[src/shared/tks_pkg.sv]
// Package of constants and types for the touch key scan control block
`default_nettype none
package tks_pkg;
    // ------------------------------------------------------------------
    // Timing constants
    // ------------------------------------------------------------------
    localparam int unsigned CLK_HZ        = 25_000_000;
    localparam int unsigned CAL_TIME_MS   = 300;
    localparam int unsigned RECAL_SHORT_S = 10;
    localparam int unsigned RECAL_LONG_S  = 60;
    localparam int unsigned NEG_RECAL_MS  = 2000;
    localparam int unsigned DRIFT_UP_MS   = 2000;
    localparam int unsigned DRIFT_DN_MS   = 500;
    localparam int unsigned TICK_MS       = 1;
    localparam int unsigned TICK_CYC      = (CLK_HZ / 1000) * TICK_MS;
    localparam int unsigned CAL_TICKS     = CAL_TIME_MS / TICK_MS;
    localparam int unsigned RECAL_SHORT_T = RECAL_SHORT_S * 1000 / TICK_MS;
    localparam int unsigned RECAL_LONG_T  = RECAL_LONG_S * 1000 / TICK_MS;
    localparam int unsigned NEG_RECAL_T   = NEG_RECAL_MS / TICK_MS;
    localparam int unsigned DRIFT_UP_T    = DRIFT_UP_MS / TICK_MS;
    localparam int unsigned DRIFT_DN_T    = DRIFT_DN_MS / TICK_MS;
    // ------------------------------------------------------------------
    // Key layout and debounce counts
    // ------------------------------------------------------------------
    localparam int unsigned NKEYS         = 8;
    localparam logic [7:0]  GROUP_A_MASK  = 8'h33;
    localparam logic [7:0]  GROUP_B_MASK  = 8'hCC;
    localparam logic [7:0]  HALF_LO_MASK  = 8'h0F;
    localparam logic [7:0]  HALF_HI_MASK  = 8'hF0;
    localparam logic [2:0]  CONFIRM_NORM  = 3'h6;
    localparam logic [2:0]  CONFIRM_FAST  = 3'h2;
    localparam logic [15:0] SIGNAL_RESET  = 16'h0000;
    // ------------------------------------------------------------------
    // Types
    // ------------------------------------------------------------------
    typedef enum logic [2:0] {
        SEQ_CAL    = 3'b000,
        SEQ_IDLE   = 3'b001,
        SEQ_BURSTA = 3'b010,
        SEQ_BURSTB = 3'b011,
        SEQ_SLEEP  = 3'b100
    } tks_seq_t;
    typedef enum logic [1:0] {
        RECAL_10S  = 2'b00,
        RECAL_60S  = 2'b01,
        RECAL_OFF  = 2'b10
    } tks_recal_t;
    typedef struct packed {
        logic       simplified;
        logic       sync_mode;
        logic       fast_detect;
        logic       suppress_en;
        logic       suppress_all8;
        logic       binary_out;
        logic       open_drain;
        logic       active_low;
        tks_recal_t recal_sel;
    } tks_cfg_t;
    // Measurement results for one burst: per-key threshold verdicts
    typedef struct packed {
        logic [7:0] over_thresh;
        logic [7:0] under_ref;
        logic [7:0] over_ref;
        logic [7:0] neg_large;
    } tks_meas_t;
endpackage : tks_pkg
`default_nettype wire

[src/rtl/tks_touch_key_scan_control.sv]
// Touch key scan control: burst sequencing, calibration, drift, debounce, output
// ----------------------------------------------------------------------
// Functional notes
// - Burst one measures keys 0,1,4,5; burst two measures keys 2,3,6,7.
// - The first burst group always runs before the second.
// - Low-power mode sleeps between acquisition bursts.
// - After power-up all eight key references calibrate within 300 ms.
// - Key recalibrates after continuous detect of 10 s or 60 s, or never.
// - Large capacitance decrease recalibrates that key after about two seconds.
// - Reference drifts one count per 2 s upward, per 500 ms downward.
// - Per-key counter advances above threshold, clears below, declares at limit.
// - Normal mode needs six consecutive bursts for touch start and release.
// - Fast-detect declares touch after two bursts; release still needs six.
// - Fast-detect only allowed when adjacent key suppression is disabled.
// - In sync mode each sync pulse runs one first then one second burst.
// - Touch confirmed in low-power mode wakes to full speed and asserts detect.
// - Stay at full speed until the host requests low-power again.
// - Suppression keeps only the dominant key of a group detecting.
// - Suppression groups: key pairs 0-1, 2-3, 4-5, 6-7, or the four keys of each burst.
// - Without suppression any number of keys may detect together.
// - One-per-key outputs, selectable push-pull/open-drain and polarity.
// - Binary mode shows index of the earliest touched key on three lines.
// - Simplified mode uses fixed settings; only grouping and low-power remain.
// - Detect output is active while any key is detected.
// - Sync or sleep request input acts on its rising edge.
// - Binary mode uses outputs 0 to 2; upper outputs are held low.
// ----------------------------------------------------------------------
`default_nettype none
module tks_touch_key_scan_control
    import tks_pkg::*;
#(
    parameter int unsigned TICK_CYCLES = TICK_CYC,      // Clocks per time tick
    parameter int unsigned IDLE_TICKS  = 16,            // Ticks between full-speed scans
    parameter int unsigned SLEEP_TICKS = 256            // Ticks slept in low-power mode
) (
    input  wire logic       clk_in,                      // 25 MHz clock
    input  wire logic       nrst_in,                     // Async reset, active low
    input  wire logic       clk_en_in,                   // Freezes all state when low
    input  wire tks_cfg_t   cfg_in,                      // Strap configuration
    input  wire logic       low_power_mode_in,           // Low-power operation chosen
    input  wire logic       sync_or_sleep_request_in,    // Sync trigger or sleep request
    input  wire logic       burst_done_in,               // Analog burst finished
    input  wire logic [7:0] sample_delta_in [NKEYS],     // Per-key signal minus reference
    input  wire tks_meas_t  meas_in,                     // Per-key threshold verdicts
    output logic            burst_start_out,             // Pulse: start analog burst
    output logic [7:0]      burst_keys_out,              // Keys measured in burst
    output logic            sleeping_out,                // Minimal-current sleep
    output logic            calibrating_out,             // Power-up calibration busy
    output logic [7:0]      recal_key_out,               // Pulse: recalibrate key reference
    output logic [7:0]      drift_up_out,                // Pulse: reference up one count
    output logic [7:0]      drift_dn_out,                // Pulse: reference down one count
    output logic [7:0]      key_out,                     // Key output pin values
    output logic [7:0]      key_oe_out,                  // Key output pin enables
    output logic            detect_out,                  // Detect pin value
    output logic            detect_oe_out                // Detect pin enable
);
    // ------------------------------------------------------------------
    // Effective configuration
    // ------------------------------------------------------------------
    tks_cfg_t cfg;
    always_comb begin
        cfg = cfg_in;
        if (cfg_in.simplified) begin
            cfg.sync_mode   = 1'b0;
            cfg.fast_detect = 1'b0;
            cfg.binary_out  = 1'b0;
            cfg.open_drain  = 1'b0;
            cfg.active_low  = 1'b0;
            cfg.recal_sel   = RECAL_10S;
        end
        if (cfg.suppress_en)
            cfg.fast_detect = 1'b0;
    end

    // ------------------------------------------------------------------
    // Time tick and request edge
    // ------------------------------------------------------------------
    logic [$clog2(TICK_CYCLES)-1:0] tick_cnt, next_tick_cnt;
    logic                           tick;
    logic                           req_d, next_req_d;
    logic                           req_rise;
    assign tick     = (tick_cnt == '0);
    assign req_rise = sync_or_sleep_request_in & ~req_d;
    always_comb begin
        next_req_d    = sync_or_sleep_request_in;
        next_tick_cnt = tick ? ($clog2(TICK_CYCLES))'(TICK_CYCLES - 1) : tick_cnt - 1'b1;
    end
    always_ff @(posedge clk_in or negedge nrst_in) begin
        if (!nrst_in) begin
            tick_cnt <= '0;
            req_d    <= 1'b0;
        end else if (clk_en_in) begin
            tick_cnt <= next_tick_cnt;
            req_d    <= next_req_d;
        end
    end

    // ------------------------------------------------------------------
    // Burst sequencer
    // ------------------------------------------------------------------
    tks_seq_t    state, next_state;
    logic [15:0] wait_cnt, next_wait_cnt;
    logic        lp_active, next_lp_active;
    logic        sync_pend, next_sync_pend;
    logic        any_detect;
    logic        new_touch;
    logic        burst_a_done, burst_b_done;
    assign burst_a_done = (state == SEQ_BURSTA) && burst_done_in;
    assign burst_b_done = (state == SEQ_BURSTB) && burst_done_in;

    always_comb begin
        next_state      = state;
        next_wait_cnt   = wait_cnt;
        next_lp_active  = lp_active;
        next_sync_pend  = sync_pend;
        burst_start_out = 1'b0;
        if (cfg.sync_mode && req_rise)
            next_sync_pend = 1'b1;
        if (!cfg.sync_mode && req_rise && low_power_mode_in)
            next_lp_active = 1'b1;
        if (new_touch && lp_active)
            next_lp_active = 1'b0;
        case (state)
            SEQ_CAL: begin
                if (tick)
                    next_wait_cnt = wait_cnt + 1'b1;
                if (wait_cnt >= 16'(CAL_TICKS)) begin
                    next_state    = SEQ_IDLE;
                    next_wait_cnt = '0;
                end
            end
            SEQ_IDLE: begin
                if (tick && !cfg.sync_mode)
                    next_wait_cnt = wait_cnt + 1'b1;
                if (cfg.sync_mode ? sync_pend : (wait_cnt >= 16'(IDLE_TICKS))) begin
                    next_sync_pend  = 1'b0;
                    burst_start_out = 1'b1;
                    next_state      = SEQ_BURSTA;
                end
            end
            SEQ_BURSTA: begin
                if (burst_done_in) begin
                    burst_start_out = 1'b1;
                    next_state      = SEQ_BURSTB;
                end
            end
            SEQ_BURSTB: begin
                if (burst_done_in) begin
                    next_wait_cnt = '0;
                    next_state    = (lp_active && !cfg.sync_mode) ? SEQ_SLEEP : SEQ_IDLE;
                end
            end
            SEQ_SLEEP: begin
                if (tick)
                    next_wait_cnt = wait_cnt + 1'b1;
                if (wait_cnt >= 16'(SLEEP_TICKS) || !lp_active) begin
                    burst_start_out = 1'b1;
                    next_state      = SEQ_BURSTA;
                end
            end
            default: next_state = SEQ_CAL;
        endcase
    end
    always_ff @(posedge clk_in or negedge nrst_in) begin
        if (!nrst_in) begin
            state     <= SEQ_CAL;
            wait_cnt  <= '0;
            lp_active <= 1'b0;
            sync_pend <= 1'b0;
        end else if (clk_en_in) begin
            state     <= next_state;
            wait_cnt  <= next_wait_cnt;
            lp_active <= next_lp_active;
            sync_pend <= next_sync_pend;
        end
    end
    assign burst_keys_out  = (next_state == SEQ_BURSTB) ? GROUP_B_MASK : GROUP_A_MASK;
    assign sleeping_out    = (state == SEQ_SLEEP);
    assign calibrating_out = (state == SEQ_CAL);

    // ------------------------------------------------------------------
    // Suppression among keys of a group
    // ------------------------------------------------------------------
    function automatic logic [7:0] dominant(input logic [7:0] cand, input logic [7:0] grp,
                                            input logic [7:0] d [NKEYS]);
        logic [7:0] best;
        logic [7:0] win;
        best = '0;
        win  = '0;
        for (int i = 0; i < NKEYS; i++) begin
            if (grp[i] && cand[i] && d[i] > best) begin
                best = d[i];
                win  = 8'(1 << i);
            end
        end
        return win;
    endfunction

    logic [7:0] grp_mask, raw_hit, eff_hit, held;
    always_comb begin
        grp_mask = burst_a_done ? GROUP_A_MASK : GROUP_B_MASK;
        raw_hit  = meas_in.over_thresh & grp_mask;
        if (!cfg.suppress_en) begin
            eff_hit = raw_hit;
        end else if (cfg.suppress_all8) begin
            eff_hit = dominant(raw_hit | (held & grp_mask), grp_mask, sample_delta_in) & raw_hit;
        end else begin
            eff_hit = (dominant(raw_hit, grp_mask & HALF_LO_MASK, sample_delta_in) |
                       dominant(raw_hit, grp_mask & HALF_HI_MASK, sample_delta_in));
        end
    end

    // ------------------------------------------------------------------
    // Per-key confirmation, recalibration and drift timers
    // ------------------------------------------------------------------
    logic [7:0] touched;
    logic [7:0] new_touch_vec;
    logic [2:0] first_idx, next_first_idx;
    logic       first_valid, next_first_valid;
    logic [7:0] recal_vec, up_vec, dn_vec;
    logic [$clog2(RECAL_LONG_T+1)-1:0] recal_limit;
    always_comb begin
        case (cfg.recal_sel)
            RECAL_10S: recal_limit = ($clog2(RECAL_LONG_T+1))'(RECAL_SHORT_T);
            RECAL_60S: recal_limit = ($clog2(RECAL_LONG_T+1))'(RECAL_LONG_T);
            default:   recal_limit = '0;
        endcase
    end
    assign held = touched;

    genvar k;
    generate
        for (k = 0; k < NKEYS; k++) begin : g_key
            logic [2:0]  conf, next_conf;
            logic        tch, next_tch;
            logic [$clog2(RECAL_LONG_T+1)-1:0] on_t, next_on_t;
            logic [11:0] neg_t, next_neg_t, dr_t, next_dr_t;
            logic        done, recal, up, dn;
            assign done = (burst_a_done && GROUP_A_MASK[k]) || (burst_b_done && GROUP_B_MASK[k]);
            always_comb begin
                next_conf  = conf;
                next_tch   = tch;
                next_on_t  = on_t;
                next_neg_t = neg_t;
                next_dr_t  = dr_t;
                recal = 1'b0;
                up    = 1'b0;
                dn    = 1'b0;
                if (done) begin
                    if (eff_hit[k] != tch) begin
                        next_conf = conf + 1'b1;
                        if (next_conf >= ((!tch && cfg.fast_detect) ? CONFIRM_FAST
                                                                    : CONFIRM_NORM)) begin
                            next_tch  = ~tch;
                            next_conf = '0;
                        end
                    end else begin
                        next_conf = '0;
                    end
                end
                if (tick) begin
                    next_on_t = tch ? on_t + 1'b1 : '0;
                    next_neg_t = meas_in.neg_large[k] ? neg_t + 1'b1 : '0;
                    next_dr_t  = (tch || !(meas_in.under_ref[k] || meas_in.over_ref[k]))
                                 ? '0 : dr_t + 1'b1;
                end
                if (tch && recal_limit != '0 && on_t >= recal_limit) begin
                    recal     = 1'b1;
                    next_tch  = 1'b0;
                    next_conf = '0;
                    next_on_t = '0;
                end
                if (neg_t >= 12'(NEG_RECAL_T)) begin
                    recal      = 1'b1;
                    next_neg_t = '0;
                end
                if (meas_in.under_ref[k] && dr_t >= 12'(DRIFT_UP_T)) begin
                    up        = 1'b1;
                    next_dr_t = '0;
                end else if (meas_in.over_ref[k] && dr_t >= 12'(DRIFT_DN_T)) begin
                    dn        = 1'b1;
                    next_dr_t = '0;
                end
            end
            always_ff @(posedge clk_in or negedge nrst_in) begin
                if (!nrst_in) begin
                    conf  <= '0;
                    tch   <= 1'b0;
                    on_t  <= '0;
                    neg_t <= '0;
                    dr_t  <= '0;
                end else if (clk_en_in && state != SEQ_CAL) begin
                    conf  <= next_conf;
                    tch   <= next_tch;
                    on_t  <= next_on_t;
                    neg_t <= next_neg_t;
                    dr_t  <= next_dr_t;
                end
            end
            assign touched[k]       = tch;
            assign new_touch_vec[k] = next_tch & ~tch;
            assign recal_vec[k]     = recal | (state == SEQ_CAL && next_state != SEQ_CAL);
            assign up_vec[k]        = up;
            assign dn_vec[k]        = dn;
        end
    endgenerate
    assign new_touch  = |new_touch_vec;
    assign any_detect = |touched;

    // ------------------------------------------------------------------
    // Earliest touched key tracking
    // ------------------------------------------------------------------
    always_comb begin
        next_first_idx   = first_idx;
        next_first_valid = first_valid;
        if (first_valid && !touched[first_idx])
            next_first_valid = 1'b0;
        if (!next_first_valid && new_touch) begin
            for (int i = NKEYS - 1; i >= 0; i--) begin
                if (new_touch_vec[i]) begin
                    next_first_idx = 3'(i);
                end
            end
            next_first_valid = 1'b1;
        end else if (!next_first_valid && any_detect) begin
            for (int i = NKEYS - 1; i >= 0; i--) begin
                if (touched[i])
                    next_first_idx = 3'(i);
            end
            next_first_valid = 1'b1;
        end
    end

    // ------------------------------------------------------------------
    // Output stage
    // ------------------------------------------------------------------
    logic [7:0] act, next_act;
    logic       det, next_det;
    always_comb begin
        next_det = |touched;
        if (cfg.binary_out)
            next_act = {5'h0_0, (first_valid ? first_idx : 3'h0)};
        else
            next_act = touched;
    end
    always_ff @(posedge clk_in or negedge nrst_in) begin
        if (!nrst_in) begin
            first_idx     <= '0;
            first_valid   <= 1'b0;
            act           <= '0;
            det           <= 1'b0;
            recal_key_out <= '0;
            drift_up_out  <= '0;
            drift_dn_out  <= '0;
        end else if (clk_en_in) begin
            first_idx     <= next_first_idx;
            first_valid   <= next_first_valid;
            act           <= next_act;
            det           <= next_det;
            recal_key_out <= recal_vec;
            drift_up_out  <= up_vec;
            drift_dn_out  <= dn_vec;
        end
    end
    always_comb begin
        if (cfg.binary_out) begin
            key_out    = act;
            key_oe_out = 8'hFF;
        end else if (cfg.open_drain) begin
            key_out    = 8'h00;
            key_oe_out = cfg.active_low ? act : ~act;
        end else begin
            key_out    = cfg.active_low ? ~act : act;
            key_oe_out = 8'hFF;
        end
        if (cfg.open_drain && !cfg.binary_out) begin
            detect_out    = 1'b0;
            detect_oe_out = cfg.active_low ? det : ~det;
        end else begin
            detect_out    = cfg.active_low ? ~det : det;
            detect_oe_out = 1'b1;
        end
    end
endmodule // tks_touch_key_scan_control
`default_nettype wire

[config.mk]
export PLATFORM = sky130hd
export DESIGN_NAME = tks_touch_key_scan_control
export DESIGN_NICKNAME = d
export VERILOG_FILES = /design/src/shared/tks_pkg.sv /design/src/rtl/tks_touch_key_scan_control.sv
export SDC_FILE = /design/constraint.sdc
export NUM_CORES = 1
export LEC_CHECK = 0
export BUFFER_PORTS_ARGS = -buffer_cell sky130_fd_sc_hd__buf_4
export CORE_MARGIN = 3
export CORE_UTILIZATION = 50
export CTS_BUF_LIST = sky130_fd_sc_hd__clkbuf_16
export CTS_CLUSTER_SIZE = 8
export DETAILED_ROUTE_END_ITERATION = 6
export PLACE_DENSITY = 0.71
export SYNTH_ARGS = -nofsm -noshare
export SYNTH_HDL_FRONTEND = slang
export SYNTH_SLANG_ARGS = --single-unit
[constraint.sdc]
create_clock -name clk_in -period 16.5 [get_ports clk_in]
set_clock_uncertainty 0.15 [all_clocks]
set_input_delay 2.475 -clock clk_in [delete_from_list [all_inputs] [get_ports clk_in]]
set_output_delay 2.475 -clock clk_in [all_outputs]
set_load 0.005 [all_outputs]
==> impl_metrics.toml <==
[outcome]
status = "finished, final reports clean"

[sta]
worstMarginPinSlew_ns = 1.094
fin_crit_sh_pct = 95.49
finalSetupViolations = 0
setup_tns_ns = 0
slew_violations = 0
fmax_mhz = 63.47
final_hold_viol_count = 0
period_needed_ns = 15.76
slew_headroom_pct = 26.59

[global_routing]
grt_max_degree = 170
grt_usage_pct = 23.93
overflow = 0
antenna_found_initial = 1
grt_pass1_vias = 23992
grt_pass1_wl_um = 121600

[cts]
clock-sinks = 426
postCtsHoldBufs = 0
clock_latency_ns = 0.60
numCtsBuffers = 59
cts_max_path_buffers = 3
clk_pin_slew_worst_paths_ns = 0.05
cts_tree = "built"
cts_root_buffer = "clkbuf_16"
htree_levels = 2

[yosys]
synth_cells = 3489
ys_ff_latch = 426
synth_fp_nets = 3856
yosys.cell_count.top_type = "o21ai_0"
ys_seq_area_share_pct = 36.86
synth_flop_cell = "dfrtp_1"
synthArstFlopShare_pct = 100.0
yosysTopAreaCell = "dfrtp_1"
yosys-top-cells-area = "dfrtp_1 (37%), ha_1 (11%), o21ai_0 (8.6%), nor2_1 (5.5%), nand2_1 (4.6%)"
yosys_warnings = 0
syn_area_per_cell_um2 = 8.288
synthTopCellsByCount = "o21ai_0 (498), dfrtp_1 (426), nor2_1 (424)"
synth_edf_count = 0
synth_area_mm2 = 0.02892
synth_top_area_share_pct = 36.86
synth_cell_types = 91

[placed_design]
gp_routability_congestion = 0.9075
port_buffers = 164
dp_hpwl_um = 51440

[drt]
routed_wirelength_um = 73570
via_per_inst = 5.817
final_antenna_net_count = 0
route.detailed.drc = 0
drt_iter0_markers = 1858
avgRoutedWirePerCell_um = 16.69
vias = 25641
dr.pass1.iters = 5

[cells_and_area]
diodes = 0
fin_util_pct = 57.46
syn2layout_area_growth_pct = 12.92
drive_above_1_share_pct = 9.803
nets = 4018

[die]
die-width_um = 246.5
num_rows = 87
initial_utilization_pct = 50.89
die_area_mm2 = 0.06076
die_h_um = 246.5
coreArea_mm2 = 0.05682
io-pin-count = 165

[job]
drv_cap = 0

[critical_path]
critPathLaunchType = "input pin"
criticalPathCategory = "in -> reg"
arrival_ns = 16.12
reg2reg_slack_ns = 1.84
cp_slowest_stage_delay_ns = 0.50
end_kind = "register"
slowest_stage = "or4_1"
worstPathMaxFanout = 15
crit_family = "compound AO/OA/AOI/OAI gates"
path_buf_inv = 8
cp_data_required_time_ns = 16.86

[power_and_ir_drop]
power_switching_w = 0.0009800
power_density_mw_per_mm2 = 93.01
power_w = 0.003037
swShare_pct = 32.27
seqPwrFrac_pct = 39.8
clkPwrFrac_pct = 34.7
internal_power_w = 0.002057
combPwrFrac_pct = 25.5
leakagePower_nw = 15.06
vdd_drop_max_v = 0.00008063

[worst_hold_path]
hp-class = "reg -> reg"
-- power groups by stage --
stage                     clock network (W)  registers (W)  logic [W]
final                               0.00105        0.00121   0.000774
after global routing                0.00112        0.00122   0.000875
after CTS                           0.00108        0.00121   0.000751
after detailed placement                  0        0.00122   0.000746
after global placement                    0        0.00122   0.000734
after floorplan                           0        0.00119   0.000530
-- per-stage QoR --
step / setup slack, ns / instance area [um^2] / std cells / hold WS (ns)
floorplan: 0.04947 / 28920 / 3489 / 0.2963
global placement: -0.1223 / 31010 / 4342 / 0.3162
detailed placement: -0.4640 / 31010 / 4342 / 0.3201
CTS: 0.1410 / 32510 / 4404 / 0.3330
global route: -0.07904 / 32650 / 4408 / 0.3450
finish: 0.7438 / 32650 / 4408 / 0.3331
-- state kept, by name (all words and copies together) (netlist names) --
name / cells
g_key.conf: 24
req_d: 1
g_key.on_t: 128
wait_cnt: 16
drift_dn_out: 8
first_valid: 1
g_key.neg_t: 96
drift_up_out: 8
act: 8
g_key.tch: 8
recal_key_out: 8
first_idx: 3
sync_pend: 1
lp_active: 1
g_key.dr_t: 96
state: 3
tick_cnt: 15
det: 1
-- metal layers --
metal,share of wire (%),up-vias,global-route usage (%)
li1,-,12772,-
met1,47,12106,33.98
met2,44,647,37.88
met3,6.3,114,4.321
met4,2.2,2,5.922
met5,0.012,-,0
-- what timing repair did --
item                                    CTS  global route
setup buffers                             0             3
endpoints found under the setup margin    0            33
resized for setup                         0            29
-- logic make-up after synthesis --
family	after synthesis	synth area share [%]
AO/OA/AOI/OAI	985	20.42
XOR/XNOR	78	2.362
adder cells (fa/ha/maj)	255	11.03
buffers and inverters	258	3.539
flip-flops	426	36.86
multiplexers	37	1.458
AND/OR/NAND/NOR	1450	24.33
-- layout by cell type, fill, tap and decap left out, types with 56 or more instances in the layout --
cell type / count
nor2_1: 421
nand3_1: 142
a21oi_1: 138
and3_1: 151
buf_4: 213
ha_1: 255
o21ai_0: 493
dfrtp_1: 426
nand2_1: 352
nand4_1: 56
inv_1: 141
clkbuf_16: 59
o31ai_1: 75
nand2b_1: 100
-- area by class of cell --
| class | count | area (um^2) |
|---|---|---|
| repair buffers | 217 | 1657 |
| clock buffers | 59 | 1476 |
| clock inverters | 3 | 20.02 |
| inverters | 142 | 533.0 |
| well taps | 756 | 945.9 |
| fillers | 5135 | 24170 |
| flip-flops and latches | 426 | 10660 |
| multi-input cells | 2805 | 17360 |
-- final timing paths --
kind                              startpoint  depth (start not counted)           endpoint
min in group asynchronous            nrst_in                          1  g_key[3].neg_t[7]
setup reg to reg                g_key[0].tch                         70       first_idx[0]
setup / recovery               burst_done_in                         71       first_idx[0]
max in group asynchronous            nrst_in                          3   g_key[3].dr_t[6]
hold / removal             g_key[7].on_t[15]                          1  g_key[7].on_t[15]
hold reg to reg            g_key[7].on_t[15]                          1  g_key[7].on_t[15]
Power figures use the tool's default switching activity.
